**src/swtc_pkg.sv**
```systemverilog
`default_nettype none
package swtc_pkg;
  // ============================================================
  // Timing
  localparam int unsigned CLK_MHZ = 250;
  localparam int unsigned REF_HZ = 1000;
  localparam int unsigned WDOG_TIMEOUT_MS = 2048;
  localparam int unsigned WDOG_WARN_MS = 1792;
  localparam int unsigned WDOG_TIMEOUT_TICKS = WDOG_TIMEOUT_MS * REF_HZ / 1000;
  localparam int unsigned WDOG_WARN_TICKS = WDOG_WARN_MS * REF_HZ / 1000;
  localparam int unsigned CORE_RST_TIME_NS = 40;
  localparam int unsigned CORE_RST_CYCLES =
    (CORE_RST_TIME_NS * CLK_MHZ + 999) / 1000;
  localparam int unsigned PRESC_MIN = 1;
  localparam int unsigned PRESC_MAX = 15;

  // ============================================================
  // Register offsets
  localparam logic [7:0] OFS_CTRL = 8'h00;
  localparam logic [7:0] OFS_WDOG_RESTART = 8'h04;
  localparam logic [7:0] OFS_PRESCALE = 8'h08;
  localparam logic [7:0] OFS_ST_COUNT = 8'h0c;
  localparam logic [7:0] OFS_CMP_A = 8'h10;
  localparam logic [7:0] OFS_CMP_B = 8'h14;
  localparam logic [7:0] OFS_WAKE_EN = 8'h18;
  localparam logic [7:0] OFS_WAKE_REC = 8'h1c;
  localparam logic [7:0] OFS_WAKE_CORE = 8'h20;
  localparam logic [7:0] OFS_CLK_GATE = 8'h24;
  localparam logic [7:0] OFS_STATUS = 8'h28;

  // ============================================================
  // Fields and reset values
  localparam int unsigned CTRL_WDOG_EN_BIT = 0;
  localparam int unsigned CTRL_CLK_SEL_BIT = 1;
  localparam int unsigned CTRL_PAUSE_BIT = 2;
  localparam int unsigned CTRL_RC_OFF_BIT = 3;
  localparam int unsigned GATE_SER1_BIT = 1;
  localparam int unsigned STAT_NMI_BIT = 8;
  localparam int unsigned STAT_EXP_BIT = 9;
  localparam logic [3:0] CTRL_RESET = 4'h0;
  localparam logic [3:0] PRESCALE_RESET = 4'h1;
  localparam logic [31:0] CMP_RESET = 32'hffffffff;
  localparam logic [8:0] WAKE_EN_RESET = 9'h1ff;
  localparam logic [31:0] GATE_RESET = 32'h00000000;

  // ============================================================
  // Wake sources
  typedef struct packed {
    logic wake_core;
    logic st_wrap;
    logic st_cmp_b;
    logic st_cmp_a;
    logic sys_pwrup;
    logic dbg_pwrup;
    logic ext_irq;
    logic ser1;
    logic gpio;
  } swtc_wake_t;

  localparam logic [8:0] WAKE_MASK_DS0 = 9'h1ff;
  localparam logic [8:0] WAKE_MASK_DS1 = 9'h0ff;
  localparam logic [8:0] WAKE_MASK_DS2 = 9'h01f;

  typedef enum logic [6:0] {
    PM_RUN = 7'h01,
    PM_IDLE = 7'h02,
    PM_PRE_DEEP = 7'h04,
    PM_DEEP0 = 7'h08,
    PM_DEEP1 = 7'h10,
    PM_DEEP2 = 7'h20,
    PM_WAKE_RST = 7'h40
  } swtc_pm_state_t;
endpackage : swtc_pkg
`default_nettype wire

```
**src/swtc_top.sv**
```systemverilog
// Behaviour
// - Watchdog disabled after always-on power-up
// - Watchdog expires after 2048 reference ticks
// - Early-warning NMI at 1792 ticks
// - Watchdog frozen while debugger halts core
// - 32-bit sleep timer, 1 kHz default
// - Prescaler divides by two to N
// - Compare A, B, wrap as events
// - Sleep timer runs on halt unless configured
// - No RC and no crystal: timer stops
// - WFI without deep select enters idle
// - WFI with deep select starts deep sleep
// - Deep sleep 1 powers core off
// - Deep sleep 2 stops the sleep timer unless the crystal clocks it
// - Deep sleep 0 holds peripherals in reset
// - Pre-deep state waits for system request clear
// - Wake restores power and resets processor
// - Clock gate stops the peripheral clock
// - Pin and debug wakes in deep 1, 2
// - Timer wakes only in deep sleep 0 and 1
// - Core-wake write wakes from deep 0 only
// - Wake recorder latches events continuously
// - Debug request forces deep sleep 0
// - System request blocks deep sleep entry
// - Wake from deep 2 restarts RC oscillator
`default_nettype none
module swtc_top
  import swtc_pkg::*;
#(
  parameter int unsigned GPIO_W = 16
) (
  input wire logic CLOCK,
  input wire logic RST,
  input wire logic PSEL,
  input wire logic PENABLE,
  input wire logic PWRITE,
  input wire logic [7:0] PADDR,
  input wire logic [31:0] PWDATA,
  output logic PREADY,
  output logic [31:0] PRDATA,
  output logic PSLVERR,
  input wire logic CAL_REF_1KHZ,
  input wire logic CRYSTAL_CLOCK_32K,
  input wire logic WFI_EXEC,
  input wire logic DEEP_SLEEP_SELECT,
  input wire logic IRQ_PENDING,
  input wire logic DEBUG_HALT,
  input wire logic DEBUG_POWERUP_REQUEST,
  input wire logic SYSTEM_POWERUP_REQUEST,
  input wire logic [GPIO_W-1:0] GPIO_IN,
  input wire logic SERIAL1_WAKE_PIN,
  input wire logic SELECTABLE_EXTERNAL_IRQ,
  output logic WDOG_NMI,
  output logic WDOG_RESET,
  output logic [2:0] ST_EVENT,
  output logic CPU_IDLE,
  output logic CORE_POWER_EN,
  output logic CPU_RESET,
  output logic PERIPH_RESET,
  output logic LOW_FREQ_RC_OSC_EN,
  output logic SERIAL1_CLK_EN,
  output logic [6:0] PM_STATE
);

  // ============================================================
  // Helpers
  function automatic logic [14:0] presc_limit(input logic [3:0] n);
    logic [3:0] e;
    e = (n < 4'(PRESC_MIN)) ? 4'(PRESC_MIN) : n;
    presc_limit = 15'((32'h1 << e) - 32'h1);
  endfunction : presc_limit

  function automatic logic acc(input logic [7:0] ofs, input logic [7:0] a);
    acc = (a == ofs);
  endfunction : acc

  // ============================================================
  // Registers
  logic [3:0] ctrl_ff;
  logic [3:0] presc_n_ff;
  logic [31:0] cmp_a_ff;
  logic [31:0] cmp_b_ff;
  logic [8:0] wake_en_ff;
  logic [8:0] wake_rec_ff;
  logic [31:0] gate_ff;
  logic pready_ff;
  logic pslverr_ff;
  logic [31:0] prdata_ff;
  logic [31:0] nxt_prdata;
  logic nxt_mapped;
  logic wr_en;
  logic [11:0] wd_cnt_ff;
  logic wd_nmi_ff;
  logic wd_rst_ff;
  logic wd_exp_ff;
  logic [14:0] presc_cnt_ff;
  logic [31:0] st_cnt_ff;
  logic [2:0] st_evt_ff;
  logic ref_prev_ff;
  logic xtal_prev_ff;
  logic [GPIO_W-1:0] gpio_prev_ff;
  logic ser1_prev_ff;
  logic irq_prev_ff;
  logic dbg_prev_ff;
  logic sys_prev_ff;
  swtc_pm_state_t state_ff;
  swtc_pm_state_t nxt_state;
  logic [3:0] rst_cnt_ff;
  logic core_pwr_ff;
  logic cpu_rst_ff;
  logic periph_rst_ff;
  logic rc_en_ff;
  logic idle_ff;
  logic ser1_clk_ff;

  // ============================================================
  // APB slave: one wait state, answer in second access cycle
  assign wr_en = PSEL & PENABLE & pready_ff & PWRITE;

  always_comb begin
    nxt_mapped = 1'b1;
    nxt_prdata = 32'h00000000;
    unique case (PADDR)
      OFS_CTRL: nxt_prdata = {28'h0000000, ctrl_ff};
      OFS_WDOG_RESTART: nxt_prdata = 32'h00000000;
      OFS_PRESCALE: nxt_prdata = {28'h0000000, presc_n_ff};
      OFS_ST_COUNT: nxt_prdata = st_cnt_ff;
      OFS_CMP_A: nxt_prdata = cmp_a_ff;
      OFS_CMP_B: nxt_prdata = cmp_b_ff;
      OFS_WAKE_EN: nxt_prdata = {23'h000000, wake_en_ff};
      OFS_WAKE_REC: nxt_prdata = {23'h000000, wake_rec_ff};
      OFS_WAKE_CORE: nxt_prdata = 32'h00000000;
      OFS_CLK_GATE: nxt_prdata = gate_ff;
      OFS_STATUS: nxt_prdata = {20'h00000, 2'h0, wd_exp_ff, wd_nmi_ff,
                                1'b0, state_ff};
      default: nxt_mapped = 1'b0;
    endcase
  end

  always_ff @(posedge CLOCK) begin
    if (RST) begin
      pready_ff <= 1'b0;
      pslverr_ff <= 1'b0;
      prdata_ff <= 32'h00000000;
    end else begin
      pready_ff <= PSEL & PENABLE & ~pready_ff;
      pslverr_ff <= PSEL & PENABLE & ~pready_ff & ~nxt_mapped;
      if (PSEL & PENABLE & ~pready_ff & ~PWRITE) begin
        prdata_ff <= nxt_prdata;
      end else begin
        prdata_ff <= 32'h00000000;
      end
    end
  end

  always_ff @(posedge CLOCK) begin
    if (RST) begin
      ctrl_ff <= CTRL_RESET;
      presc_n_ff <= PRESCALE_RESET;
      cmp_a_ff <= CMP_RESET;
      cmp_b_ff <= CMP_RESET;
      wake_en_ff <= WAKE_EN_RESET;
      gate_ff <= GATE_RESET;
    end else if (wr_en) begin
      if (acc(OFS_CTRL, PADDR)) begin
        ctrl_ff <= PWDATA[3:0];
      end
      if (acc(OFS_PRESCALE, PADDR)) begin
        presc_n_ff <= PWDATA[3:0];
      end
      if (acc(OFS_CMP_A, PADDR)) begin
        cmp_a_ff <= PWDATA;
      end
      if (acc(OFS_CMP_B, PADDR)) begin
        cmp_b_ff <= PWDATA;
      end
      if (acc(OFS_WAKE_EN, PADDR)) begin
        wake_en_ff <= PWDATA[8:0];
      end
      if (acc(OFS_CLK_GATE, PADDR)) begin
        // Only the serial-1 gate exists; the reserved bit is kept as written
        gate_ff <= {26'h0000000, PWDATA[5], 3'h0, PWDATA[GATE_SER1_BIT], 1'b0};
      end
    end
  end

  // ============================================================
  // Reference edges and pin history (inputs are synchronous)
  logic ref_tick;
  logic xtal_tick;
  always_ff @(posedge CLOCK) begin
    if (RST) begin
      ref_prev_ff <= 1'b0;
      xtal_prev_ff <= 1'b0;
    end else begin
      ref_prev_ff <= CAL_REF_1KHZ;
      xtal_prev_ff <= CRYSTAL_CLOCK_32K;
    end
  end
  // The 1 kHz reference is derived from the RC oscillator, so it dies
  // with the oscillator in deep sleep 2.
  assign ref_tick = CAL_REF_1KHZ & ~ref_prev_ff & rc_en_ff;
  assign xtal_tick = CRYSTAL_CLOCK_32K & ~xtal_prev_ff;

  // ============================================================
  // Watchdog
  logic wd_tick;
  logic wd_restart;
  assign wd_restart = wr_en & acc(OFS_WDOG_RESTART, PADDR);
  assign wd_tick = ref_tick & ctrl_ff[CTRL_WDOG_EN_BIT] & ~DEBUG_HALT;

  always_ff @(posedge CLOCK) begin
    if (RST) begin
      wd_cnt_ff <= 12'h000;
      wd_nmi_ff <= 1'b0;
      wd_rst_ff <= 1'b0;
      wd_exp_ff <= 1'b0;
    end else begin
      wd_rst_ff <= 1'b0;
      if (wd_restart | ~ctrl_ff[CTRL_WDOG_EN_BIT]) begin
        wd_cnt_ff <= 12'h000;
        wd_nmi_ff <= 1'b0;
      end else if (wd_tick) begin
        if (wd_cnt_ff == 12'(WDOG_TIMEOUT_TICKS - 1)) begin
          wd_cnt_ff <= 12'h000;
          wd_rst_ff <= 1'b1;
          wd_exp_ff <= 1'b1;
          wd_nmi_ff <= 1'b0;
        end else begin
          wd_cnt_ff <= wd_cnt_ff + 12'h001;
          if (wd_cnt_ff == 12'(WDOG_WARN_TICKS - 1)) begin
            wd_nmi_ff <= 1'b1;
          end
        end
      end
    end
  end

  // ============================================================
  // Sleep timer
  logic st_src_tick;
  logic st_tick;
  logic [31:0] st_next;
  logic st_run;
  assign st_src_tick = ctrl_ff[CTRL_CLK_SEL_BIT] ? xtal_tick : ref_tick;
  // Deep sleep 2 stops the timer unless the crystal keeps it alive
  assign st_run = ~(ctrl_ff[CTRL_PAUSE_BIT] & DEBUG_HALT) &
                  ~((state_ff == PM_DEEP2) &
                    ~ctrl_ff[CTRL_CLK_SEL_BIT]);
  assign st_tick = st_src_tick & st_run &
                   (presc_cnt_ff == presc_limit(presc_n_ff));
  assign st_next = st_cnt_ff + 32'h00000001;

  always_ff @(posedge CLOCK) begin
    if (RST) begin
      presc_cnt_ff <= 15'h0000;
      st_cnt_ff <= 32'h00000000;
      st_evt_ff <= 3'h0;
    end else begin
      if (st_src_tick & st_run) begin
        if (presc_cnt_ff >= presc_limit(presc_n_ff)) begin
          presc_cnt_ff <= 15'h0000;
        end else begin
          presc_cnt_ff <= presc_cnt_ff + 15'h0001;
        end
      end
      if (st_tick) begin
        st_cnt_ff <= st_next;
      end
      st_evt_ff[0] <= st_tick & (st_next == cmp_a_ff);
      st_evt_ff[1] <= st_tick & (st_next == cmp_b_ff);
      st_evt_ff[2] <= st_tick & (st_cnt_ff == 32'hffffffff);
    end
  end

  // ============================================================
  // Wake detection and recording
  swtc_wake_t wake_ev;
  logic [8:0] wake_clr;
  always_ff @(posedge CLOCK) begin
    if (RST) begin
      gpio_prev_ff <= '0;
      ser1_prev_ff <= 1'b0;
      irq_prev_ff <= 1'b0;
      dbg_prev_ff <= 1'b0;
      sys_prev_ff <= 1'b0;
    end else begin
      gpio_prev_ff <= GPIO_IN;
      ser1_prev_ff <= SERIAL1_WAKE_PIN;
      irq_prev_ff <= SELECTABLE_EXTERNAL_IRQ;
      dbg_prev_ff <= DEBUG_POWERUP_REQUEST;
      sys_prev_ff <= SYSTEM_POWERUP_REQUEST;
    end
  end

  always_comb begin
    wake_ev.gpio = |(GPIO_IN ^ gpio_prev_ff);
    wake_ev.ser1 = SERIAL1_WAKE_PIN ^ ser1_prev_ff;
    wake_ev.ext_irq = SELECTABLE_EXTERNAL_IRQ ^ irq_prev_ff;
    wake_ev.dbg_pwrup = DEBUG_POWERUP_REQUEST & ~dbg_prev_ff;
    wake_ev.sys_pwrup = SYSTEM_POWERUP_REQUEST & ~sys_prev_ff;
    wake_ev.st_cmp_a = st_evt_ff[0];
    wake_ev.st_cmp_b = st_evt_ff[1];
    wake_ev.st_wrap = st_evt_ff[2];
    wake_ev.wake_core = wr_en & acc(OFS_WAKE_CORE, PADDR) & PWDATA[0];
  end

  assign wake_clr = (wr_en & acc(OFS_WAKE_REC, PADDR)) ? PWDATA[8:0] : 9'h000;

  // Write-one-to-clear; a new event in the clearing cycle wins
  always_ff @(posedge CLOCK) begin
    if (RST) begin
      wake_rec_ff <= 9'h000;
    end else begin
      wake_rec_ff <= (wake_rec_ff & ~wake_clr) | wake_ev;
    end
  end

  // ============================================================
  // Power-management state machine
  logic [8:0] wake_hit;
  assign wake_hit = wake_ev & wake_en_ff;

  always_comb begin
    nxt_state = state_ff;
    unique case (state_ff)
      PM_RUN: begin
        if (WFI_EXEC & ~DEEP_SLEEP_SELECT) begin
          nxt_state = PM_IDLE;
        end else if (WFI_EXEC & DEEP_SLEEP_SELECT) begin
          nxt_state = PM_PRE_DEEP;
        end
      end
      PM_IDLE: begin
        if (IRQ_PENDING) begin
          nxt_state = PM_RUN;
        end
      end
      PM_PRE_DEEP: begin
        if (~SYSTEM_POWERUP_REQUEST) begin
          if (DEBUG_POWERUP_REQUEST) begin
            nxt_state = PM_DEEP0;
          end else if (ctrl_ff[CTRL_RC_OFF_BIT]) begin
            nxt_state = PM_DEEP2;
          end else begin
            nxt_state = PM_DEEP1;
          end
        end
      end
      PM_DEEP0: begin
        if (|(wake_hit & WAKE_MASK_DS0)) begin
          nxt_state = PM_WAKE_RST;
        end
      end
      PM_DEEP1: begin
        if (|(wake_hit & WAKE_MASK_DS1)) begin
          nxt_state = PM_WAKE_RST;
        end
      end
      PM_DEEP2: begin
        if (|(wake_hit & WAKE_MASK_DS2)) begin
          nxt_state = PM_WAKE_RST;
        end
      end
      PM_WAKE_RST: begin
        if (rst_cnt_ff == 4'(CORE_RST_CYCLES - 1)) begin
          nxt_state = PM_RUN;
        end
      end
      default: nxt_state = PM_RUN;
    endcase
  end

  always_ff @(posedge CLOCK) begin
    if (RST) begin
      state_ff <= PM_RUN;
      rst_cnt_ff <= 4'h0;
    end else begin
      state_ff <= nxt_state;
      if (state_ff == PM_WAKE_RST) begin
        rst_cnt_ff <= rst_cnt_ff + 4'h1;
      end else begin
        rst_cnt_ff <= 4'h0;
      end
    end
  end

  // Outputs follow the next state so they change with the state itself
  always_ff @(posedge CLOCK) begin
    if (RST) begin
      core_pwr_ff <= 1'b1;
      cpu_rst_ff <= 1'b0;
      periph_rst_ff <= 1'b0;
      rc_en_ff <= 1'b1;
      idle_ff <= 1'b0;
    end else begin
      core_pwr_ff <= ~((nxt_state == PM_DEEP1) |
                       (nxt_state == PM_DEEP2));
      cpu_rst_ff <= (nxt_state == PM_WAKE_RST);
      periph_rst_ff <= (nxt_state == PM_DEEP0);
      rc_en_ff <= (nxt_state != PM_DEEP2);
      idle_ff <= (nxt_state == PM_IDLE);
    end
  end

  // ============================================================
  // Peripheral clock gating; a stopped clock freezes the peripheral's
  // registers, which is why gating a busy peripheral is unsafe.
  always_ff @(posedge CLOCK) begin
    if (RST) begin
      ser1_clk_ff <= 1'b1;
    end else begin
      ser1_clk_ff <= ~gate_ff[GATE_SER1_BIT];
    end
  end

  // ============================================================
  // Outputs
  assign PREADY = pready_ff;
  assign PRDATA = prdata_ff;
  assign PSLVERR = pslverr_ff;
  assign WDOG_NMI = wd_nmi_ff;
  assign WDOG_RESET = wd_rst_ff;
  assign ST_EVENT = st_evt_ff;
  assign CPU_IDLE = idle_ff;
  assign CORE_POWER_EN = core_pwr_ff;
  assign CPU_RESET = cpu_rst_ff;
  assign PERIPH_RESET = periph_rst_ff;
  assign LOW_FREQ_RC_OSC_EN = rc_en_ff;
  assign SERIAL1_CLK_EN = ser1_clk_ff;
  assign PM_STATE = state_ff;

endmodule : swtc_top
`default_nettype wire

```
**config.mk**
```make
export PLATFORM = sky130hd
export DESIGN_NAME = swtc_top
export DESIGN_NICKNAME = d
export VERILOG_FILES = /design/src/swtc_pkg.sv /design/src/swtc_top.sv
export SDC_FILE = /design/constraint.sdc
export NUM_CORES = 1
export LEC_CHECK = 0
export ABC_AREA = 1
export CORE_MARGIN = 2
export CORE_UTILIZATION = 45
export DETAILED_ROUTE_END_ITERATION = 7
export DONT_BUFFER_PORTS = 1
export SLEW_MARGIN = 25
export SYNTH_ARGS = -nofsm -noshare
export SYNTH_HDL_FRONTEND = slang
export SYNTH_SLANG_ARGS = --single-unit
export TNS_END_PERCENT = 100
```
**constraint.sdc**
```tcl
create_clock -name CLOCK -period 3.8 [get_ports CLOCK]
set_input_delay 0 -clock CLOCK [delete_from_list [all_inputs] [get_ports CLOCK]]
set_output_delay 0 -clock CLOCK [all_outputs]
set_load 0.02 [all_outputs]
```
==> impl_metrics.yaml, run 1 <==
clocking:
  cts_sinks: 230
  numCtsBuffers: 26
  cts_max_path_buffers: 3
  post_cts_buffers: 0
  htreeDepth: 1
  cts.clk_slew.worst_paths_ps: 60
  cts_tree: "yes"
  clk_root_buffer_cell: "clkbuf_16"
  cts_resized: 0
  insertion_delay_ps: 540
final_layout:
  drive_gt1_frac: 0.0745
  syn2layout_area_growth_pct: 18.9
  nets: 1751
detailed_routing:
  initialDrtViolationCount: 979
  vias: 10911
  drc_errors: 0
  postRouteAntennaNets: 0
  avgViaCountPerCell: 5.43
  dr.pass1.iters: 5
  wire_per_inst_um: 17.0
  wl_mm: 34.3
global_routing:
  grt_antenna_before_repair: 0
  use_met2: 0.405
  grt.met1_usage: 0.371
  grt_pass1_vias: 10433
  use_met3: 0.0427
  grt_pass1_wl_mm: 55.3
  grt_start_max_net_pins: 85
  grt_use_total: 0.258
  top_usage_layer: "met2"
  overflow: 0
critical_path:
  cp.arrival_ps: 3890
  regToRegSetupSlack_ps: 370
  cp-end-kind: "flop"
  critPathMaxFanout: 11
  worstSetupPathType: "flop to flop"
  critPathRequiredTime_ps: 4260
  start_kind: "flop"
power:
  p_per_area_nw_per_um2: 418
  power_frac_seq: 0.442
  switching_share: 0.226
  power_w: 0.00568
  power_switching_w: 0.00128
  combPwrFrac: 0.064
  intPower_w: 0.00440
  p_clk_frac: 0.494
  ir_drop_uv: 331
  cellLeakagePower_nw: 5.69
synthesis:
  syn_area_um2: 11400
  yosysUniqueCellTypes: 50
  synth_top_area_cell: "dfxtp_1"
  yosysWarnings: 0
  synth_top_flop_cell: "dfxtp_1"
  async_flop_share: 0
  synth_area_leaders: "dfxtp_1, nand2_1, inv_1, a21oi_1, nor2_1"
  synth-edff-count: 0
  ys_seq_elements: 230
  avgSynthCellArea_um2: 7.23
  yosysTopAreaCellShare: 0.402
  synth_seq_area_share: 0.402
  syn_inst: 1582
floorplan:
  core_area_um2: 25000
  num_io_pins: 123
  die_h_um: 163
  dieWidth_um: 163
  dieArea_um2: 26700
  rows: 58
  initial_utilization: 0.457
sta:
  finalSetupViolCount: 0
  fin_crit_sh: 0.903
  worst_pin_slew_ps: 1020
  hold_viol_final: 0
  rsz0062_at_grt: "false"
  relSlewSlack: 0.317
  maxSlewViolCount: 0
  clock_skew_ps: 9.85
  setup_tns_ps: 0
  fmax_mhz: 291
  min_period_ps: 3430
run_status:
  status: "finished clean"
placement:
  gp_congestion: 0.936
  dp_hpwl_mm: 24.1
  port_buffers: 0
hold_path:
  min_path_type: "input port to flop"
job:
  drv_cap: 0
## registers in the layout (all words and copies together) (netlist names), 4 cells and up
signal	count
PRDATA	32
cmp_a_ff	32
cmp_b_ff	32
st_cnt_ff	32
gpio_prev_ff	16
presc_cnt_ff	15
wd_cnt_ff	12
wake_en_ff	9
wake_rec_ff	9
PM_STATE	7
ctrl_ff	4
presc_n_ff	4
rst_cnt_ff	4
## cell families after synthesis
kind of cell,after synthesis,synth area share
simple gates,647,0.257
compound gates,353,0.176
buf+inv,266,0.0912
flops,230,0.402
xor+xnor,64,0.0503
fa+ha+maj,21,0.0230
other cells,1,0.000328
## routing by layer
| metal | vias to the layer above | wire [µm] | part of all wire |
|---|---|---|---|
| met5 | - | 0 | 0 |
| met4 | 0 | 570 | 0.017 |
| met3 | 44 | 2720 | 0.079 |
| met2 | 377 | 14900 | 0.44 |
| met1 | 5072 | 16000 | 0.47 |
| li1 | 5418 | - | - |
## worst max-delay path: stages (launching register included)
cell and delay, ps:
dfxtp_1 510, nor2_1 140, nand2_1 130, ha_1 250
nand2_1 90, xor2_1 150, ha_1 290, nand2_1 80
nor2_1 130, nand2_1 130, nor3_1 430, nand3_1 130
nor2_1 120, nand3_1 80, nor2_1 140, nand4_1 90
nor2_1 190, nand4_1 140, nor3_2 110
## cells in the mapped netlist, drive strengths merged, types with 21 or more instances
master  count
nand2     275
dfxtp     230
inv       212
nor2      187
a21oi     143
o21ai     103
nand3      90
o211ai     38
nor3       35
xor2       35
clkbuf     33
o22ai      32
nand4      31
xnor2      29
ha         21
## layout make-up
cell class / count / area [µm²]
Inverter: 214 / 803
Clock buffer: 42 / 852
Timing Repair Buffer: 100 / 983
Tap cell: 330 / 413
Clock inverter: 5 / 125
Antenna cell: 1 / 2.50
Multi-Input combinational cell: 1087 / 5820
Fill cell: 2434 / 11400
Sequential cell: 230 / 4600
## power by group through the flow
| stage | registers (W) | clock network [W] | logic, W |
|---|---|---|---|
| 2_1_floorplan | 0.00254 | 0 | 0.000218 |
| 3_3_place_gp | 0.00256 | 0 | 0.000253 |
| 3_5_place_dp | 0.00256 | 0 | 0.000257 |
| 4_1_cts | 0.00251 | 0.00285 | 0.000361 |
| 5_1_grt | 0.00251 | 0.00296 | 0.000409 |
| 6_report | 0.00251 | 0.00280 | 0.000366 |
## cells in the final DEF (no fill, tap or decap), drive strengths merged, types with 10 or more instances in the layout
| master | count |
|---|---|
| buf | 15 |
| dlygate4sd3 | 85 |
| o211ai | 38 |
| dfxtp | 230 |
| ha | 21 |
| nand4 | 31 |
| a221oi | 10 |
| nand3 | 90 |
| inv | 213 |
| a21oi | 143 |
| xor2 | 35 |
| clkbuf | 42 |
| nor2 | 187 |
| nor3 | 35 |
| o21ai | 103 |
| o22ai | 32 |
| xnor2 | 29 |
| nor4 | 12 |
| nand2 | 275 |
## metrics by stage
stage	instances	hold slack (ps)	util	area (µm²)	setup WS [ps]
2_1_floorplan	1583	107	-	11400	1050
3_3_place_gp	1875	80.1	0.469	11700	561
3_5_place_dp	1875	84.6	0.469	11700	440
4_1_cts	2008	4.66	0.543	13600	407
5_1_grt	2008	46.7	0.543	13600	109
6_report	2009	41.7	0.543	13600	369
## what timing repair did
action	4_1_cts	5_1_grt
hold buffers	86	0
endpoints found under the setup margin	0	0
endpoints found under the hold margin	175	0
## path summary, 6_finish.rpt
check                     start        endpoint  cells after the start
setup / recovery  presc_n_ff[3]     ST_EVENT[0]                     18
hold reg to reg      gate_ff[1]  SERIAL1_CLK_EN                      1
setup reg to reg  presc_n_ff[3]     ST_EVENT[0]                     18
hold / removal         PADDR[0]      gate_ff[1]                      6
Power figures use the tool's default switching activity.
==> run 2, diff against run 1 <==
--- a/config.mk
+++ b/config.mk
@@ -5,7 +5,7 @@
 export SDC_FILE = /design/constraint.sdc
 export NUM_CORES = 1
 export LEC_CHECK = 0
-export ABC_AREA = 1
+export ABC_AREA = 0
 export CORE_MARGIN = 2
 export CORE_UTILIZATION = 45
 export DETAILED_ROUTE_END_ITERATION = 7
==> run 2 against run 1 <==
- the run now ends with negative hold slack left
- die area grew 1.6%
- maximum frequency is 9.3% lower
- critical path depth is 3 lower
- power is 7.9% lower
==> impl_metrics.yaml, run 2 <==
clocking:
  cts.clk_slew.worst_paths_ps: 60
  insertion_delay_ps: 550
  numCtsBuffers: 27
  clk_root_buffer_cell: "clkbuf_16"
  cts_max_path_buffers: 3
  htreeDepth: 1
  cts_tree: "yes"
  cts_sinks: 230
critical_path:
  critPathRequiredTime_ps: 4280
  reg2reg_depth: 15
  cp-end-kind: "flop"
  worstSetupPathType: "flop to flop"
  regToRegSetupSlack_ps: 20
  start_kind: "flop"
  critPathMaxFanout: 3
  reg2reg_to: "ST_EVENT[0]"
  r2r-start: "presc_n_ff[2]"
  cp.arrival_ps: 4270
sta:
  rsz0062_at_grt: "true"
  min_period_ps: 3780
  fin_hold_ws_ps: -4.87
  worst_pin_slew_ps: 963
  fin_crit_sh: 0.996
  setup_ws_ps: 15.5
  finalSetupViolCount: 0
  setup_tns_ps: 0
  relSlewSlack: 0.357
  fmax_mhz: 264
  hold_viol_final: 1
  clock_skew_ps: 18.2
  maxSlewViolCount: 0
power:
  p_clk_frac: 0.474
  cellLeakagePower_nw: 4.98
  combPwrFrac: 0.055
  switching_share: 0.229
  p_per_area_nw_per_um2: 384
  intPower_w: 0.00403
  power_frac_seq: 0.471
  ir_drop_uv: 366
  power_switching_w: 0.00120
synthesis:
  async_flop_share: 0
  synth_top_flop_cell: "dfxtp_1"
  synth_area_leaders: "dfxtp_1, nand2_1, xnor2_1, nand3b_1, nor2_1"
  synth.top_cells.by_count: "nand2_1, dfxtp_1, nor2_1"
  synth_top_area_cell: "dfxtp_1"
  syn_area_um2: 11600
  yosysUniqueCellTypes: 69
  yosysMostFrequentCell: "nand2_1"
  synth-edff-count: 0
  yosysTopAreaCellShare: 0.396
  ys_seq_elements: 230
  avgSynthCellArea_um2: 8.16
  yosysWarnings: 0
  synth_seq_area_share: 0.396
  syn_inst: 1425
global_routing:
  overflow: 0
  grt_antenna_before_repair: 1
  grt_start_max_net_pins: 165
  grt_pass1_wl_mm: 53.5
  grt_pass1_vias: 9790
  grt_use_total: 0.247
run_status:
  status: "complete, but fails checks"
  violations: "negative hold slack"
placement:
  port_buffers: 0
  gp_congestion: 0.918
  post-place-cells: 1685
  place_ws_ps: -66.8
  dp_hpwl_mm: 23.3
  place_area_um2: 11900
floorplan:
  core_area_um2: 25300
  initial_utilization: 0.460
  dieWidth_um: 165
  dieArea_um2: 27100
  num_io_pins: 123
  rows: 58
  die_h_um: 165
detailed_routing:
  dr.pass1.iters: 8
  initialDrtViolationCount: 1117
  avgViaCountPerCell: 5.68
  wire_per_inst_um: 18.4
  drc_errors: 0
  postRouteAntennaNets: 0
  wl_mm: 33.4
  vias: 10315
final_layout:
  stdcell_count: 1815
  drive_gt1_frac: 0.0599
  syn2layout_area_growth_pct: 17.1
  stdcell_area_um2: 13600
  final_cell_mix: "nand2_1, dfxtp_1, nor2_1, xnor2_1"
  nFillCells: 2398
  nets: 1562
  diodes: 0
  final_common_cell: "nand2_1"
hold_path:
  min_to: "PSLVERR"
  hold_depth: 3
  worstHoldStart: "PADDR[7]"
  min_path_type: "input port to flop"
job:
  drv_cap: 0
==> run 2: changes by cell type in the layout (fill, tap and decap cells not counted), sizes merged, moves of 37 or more <==
cell	previous run	this run
inv	213	21
a21oi	143	62
nand3b	5	83
o21ai	103	32
xnor2	29	98
nand3	90	40
a222oi	0	40
nand2	275	238
==> run 2: critical path: stages, from the launching register on <==
cell	delay [ps]
dfxtp_1	300
or3_1	370
ha_2	190
or2_4	240
o21ai_2	120
a22o_1	150
a21oi_2	60
ha_1	310
nand4_1	90
or2_1	270
nor3_2	210
nand2_1	100
or3_1	320
or4_4	550
nor4_4	260
and4_1	200
==> run 2: logic make-up (layout without fill, tap and decap cells) <==
| group | after synthesis | count (layout) | synth area share |
|---|---|---|---|
| AND/OR/NAND/NOR | 695 | 695 | 0.298 |
| flip-flops | 230 | 230 | 0.396 |
| XOR/XNOR | 153 | 153 | 0.115 |
| adder cells (fa/ha/maj) | 21 | 21 | 0.0226 |
| buffers and inverters | 116 | 175 | 0.0396 |
| AO/OA/AOI/OAI | 204 | 204 | 0.124 |
| other | 1 | 2 | 0.000323 |
| multiplexers | 5 | 5 | 0.00431 |
==> run 2: through the flow <==
step	utilization	hold WS [ps]	power (W)
4_1_cts	0.537	0.564	0.00528
3_5_place_dp	0.470	104	0.00269
6_report	0.539	-4.87	0.00523
2_1_floorplan	-	90.9	0.00267
5_1_grt	0.539	12.6	0.00540
3_3_place_gp	0.470	107	0.00269
==> run 2: timing repair <==
item,CTS,global route
hold buffers,83,0
setup endpoints to repair,1,1
hold endpoints to repair,179,0
buffers inserted,1,2
resized for setup,0,7
pin swaps,1,13
==> run 2: power by group through the flow <==
stage / Sequential, W / Clock (W) / Combinational, W
finish: 0.00246 / 0.00248 / 0.000289
global route: 0.00246 / 0.00262 / 0.000317
CTS: 0.00246 / 0.00253 / 0.000286
detailed placement: 0.00251 / 0 / 0.000173
global placement: 0.00251 / 0 / 0.000171
floorplan: 0.00251 / 0 / 0.000152
==> run 2: worst max-delay path by stage <==
stage                        from           to  slack, ps  cells after the start
global placement    presc_n_ff[3]  ST_EVENT[0]         40                     15
floorplan           presc_n_ff[1]  ST_EVENT[0]         20                     16
detailed placement  presc_n_ff[3]  ST_EVENT[0]        -70                     15
finish              presc_n_ff[2]  ST_EVENT[0]         20                     15
CTS                 presc_n_ff[3]  ST_EVENT[0]         30                     15
global route        presc_n_ff[2]  ST_EVENT[0]       -170                     15
==> run 2: cell type report <==
cell class                 count  area [µm²]  area share
tap                          330         413      0.0303
clock inverter                10         108     0.00791
sequential                   230        4600       0.338
timing repair buffer         112        1070      0.0783
multi-input combinational   1080        6610       0.485
inverter                      19        71.3     0.00524
clock buffer                  34         742      0.0545
==> run 2: layer usage <==
layer  wire length, µm  GRT usage  up-vias
met3              2140     0.0369       46
met5                 0          0        -
li1                  -          -     5041
met1             15500      0.356     4889
met4               703     0.0621        0
met2             15000      0.389      339
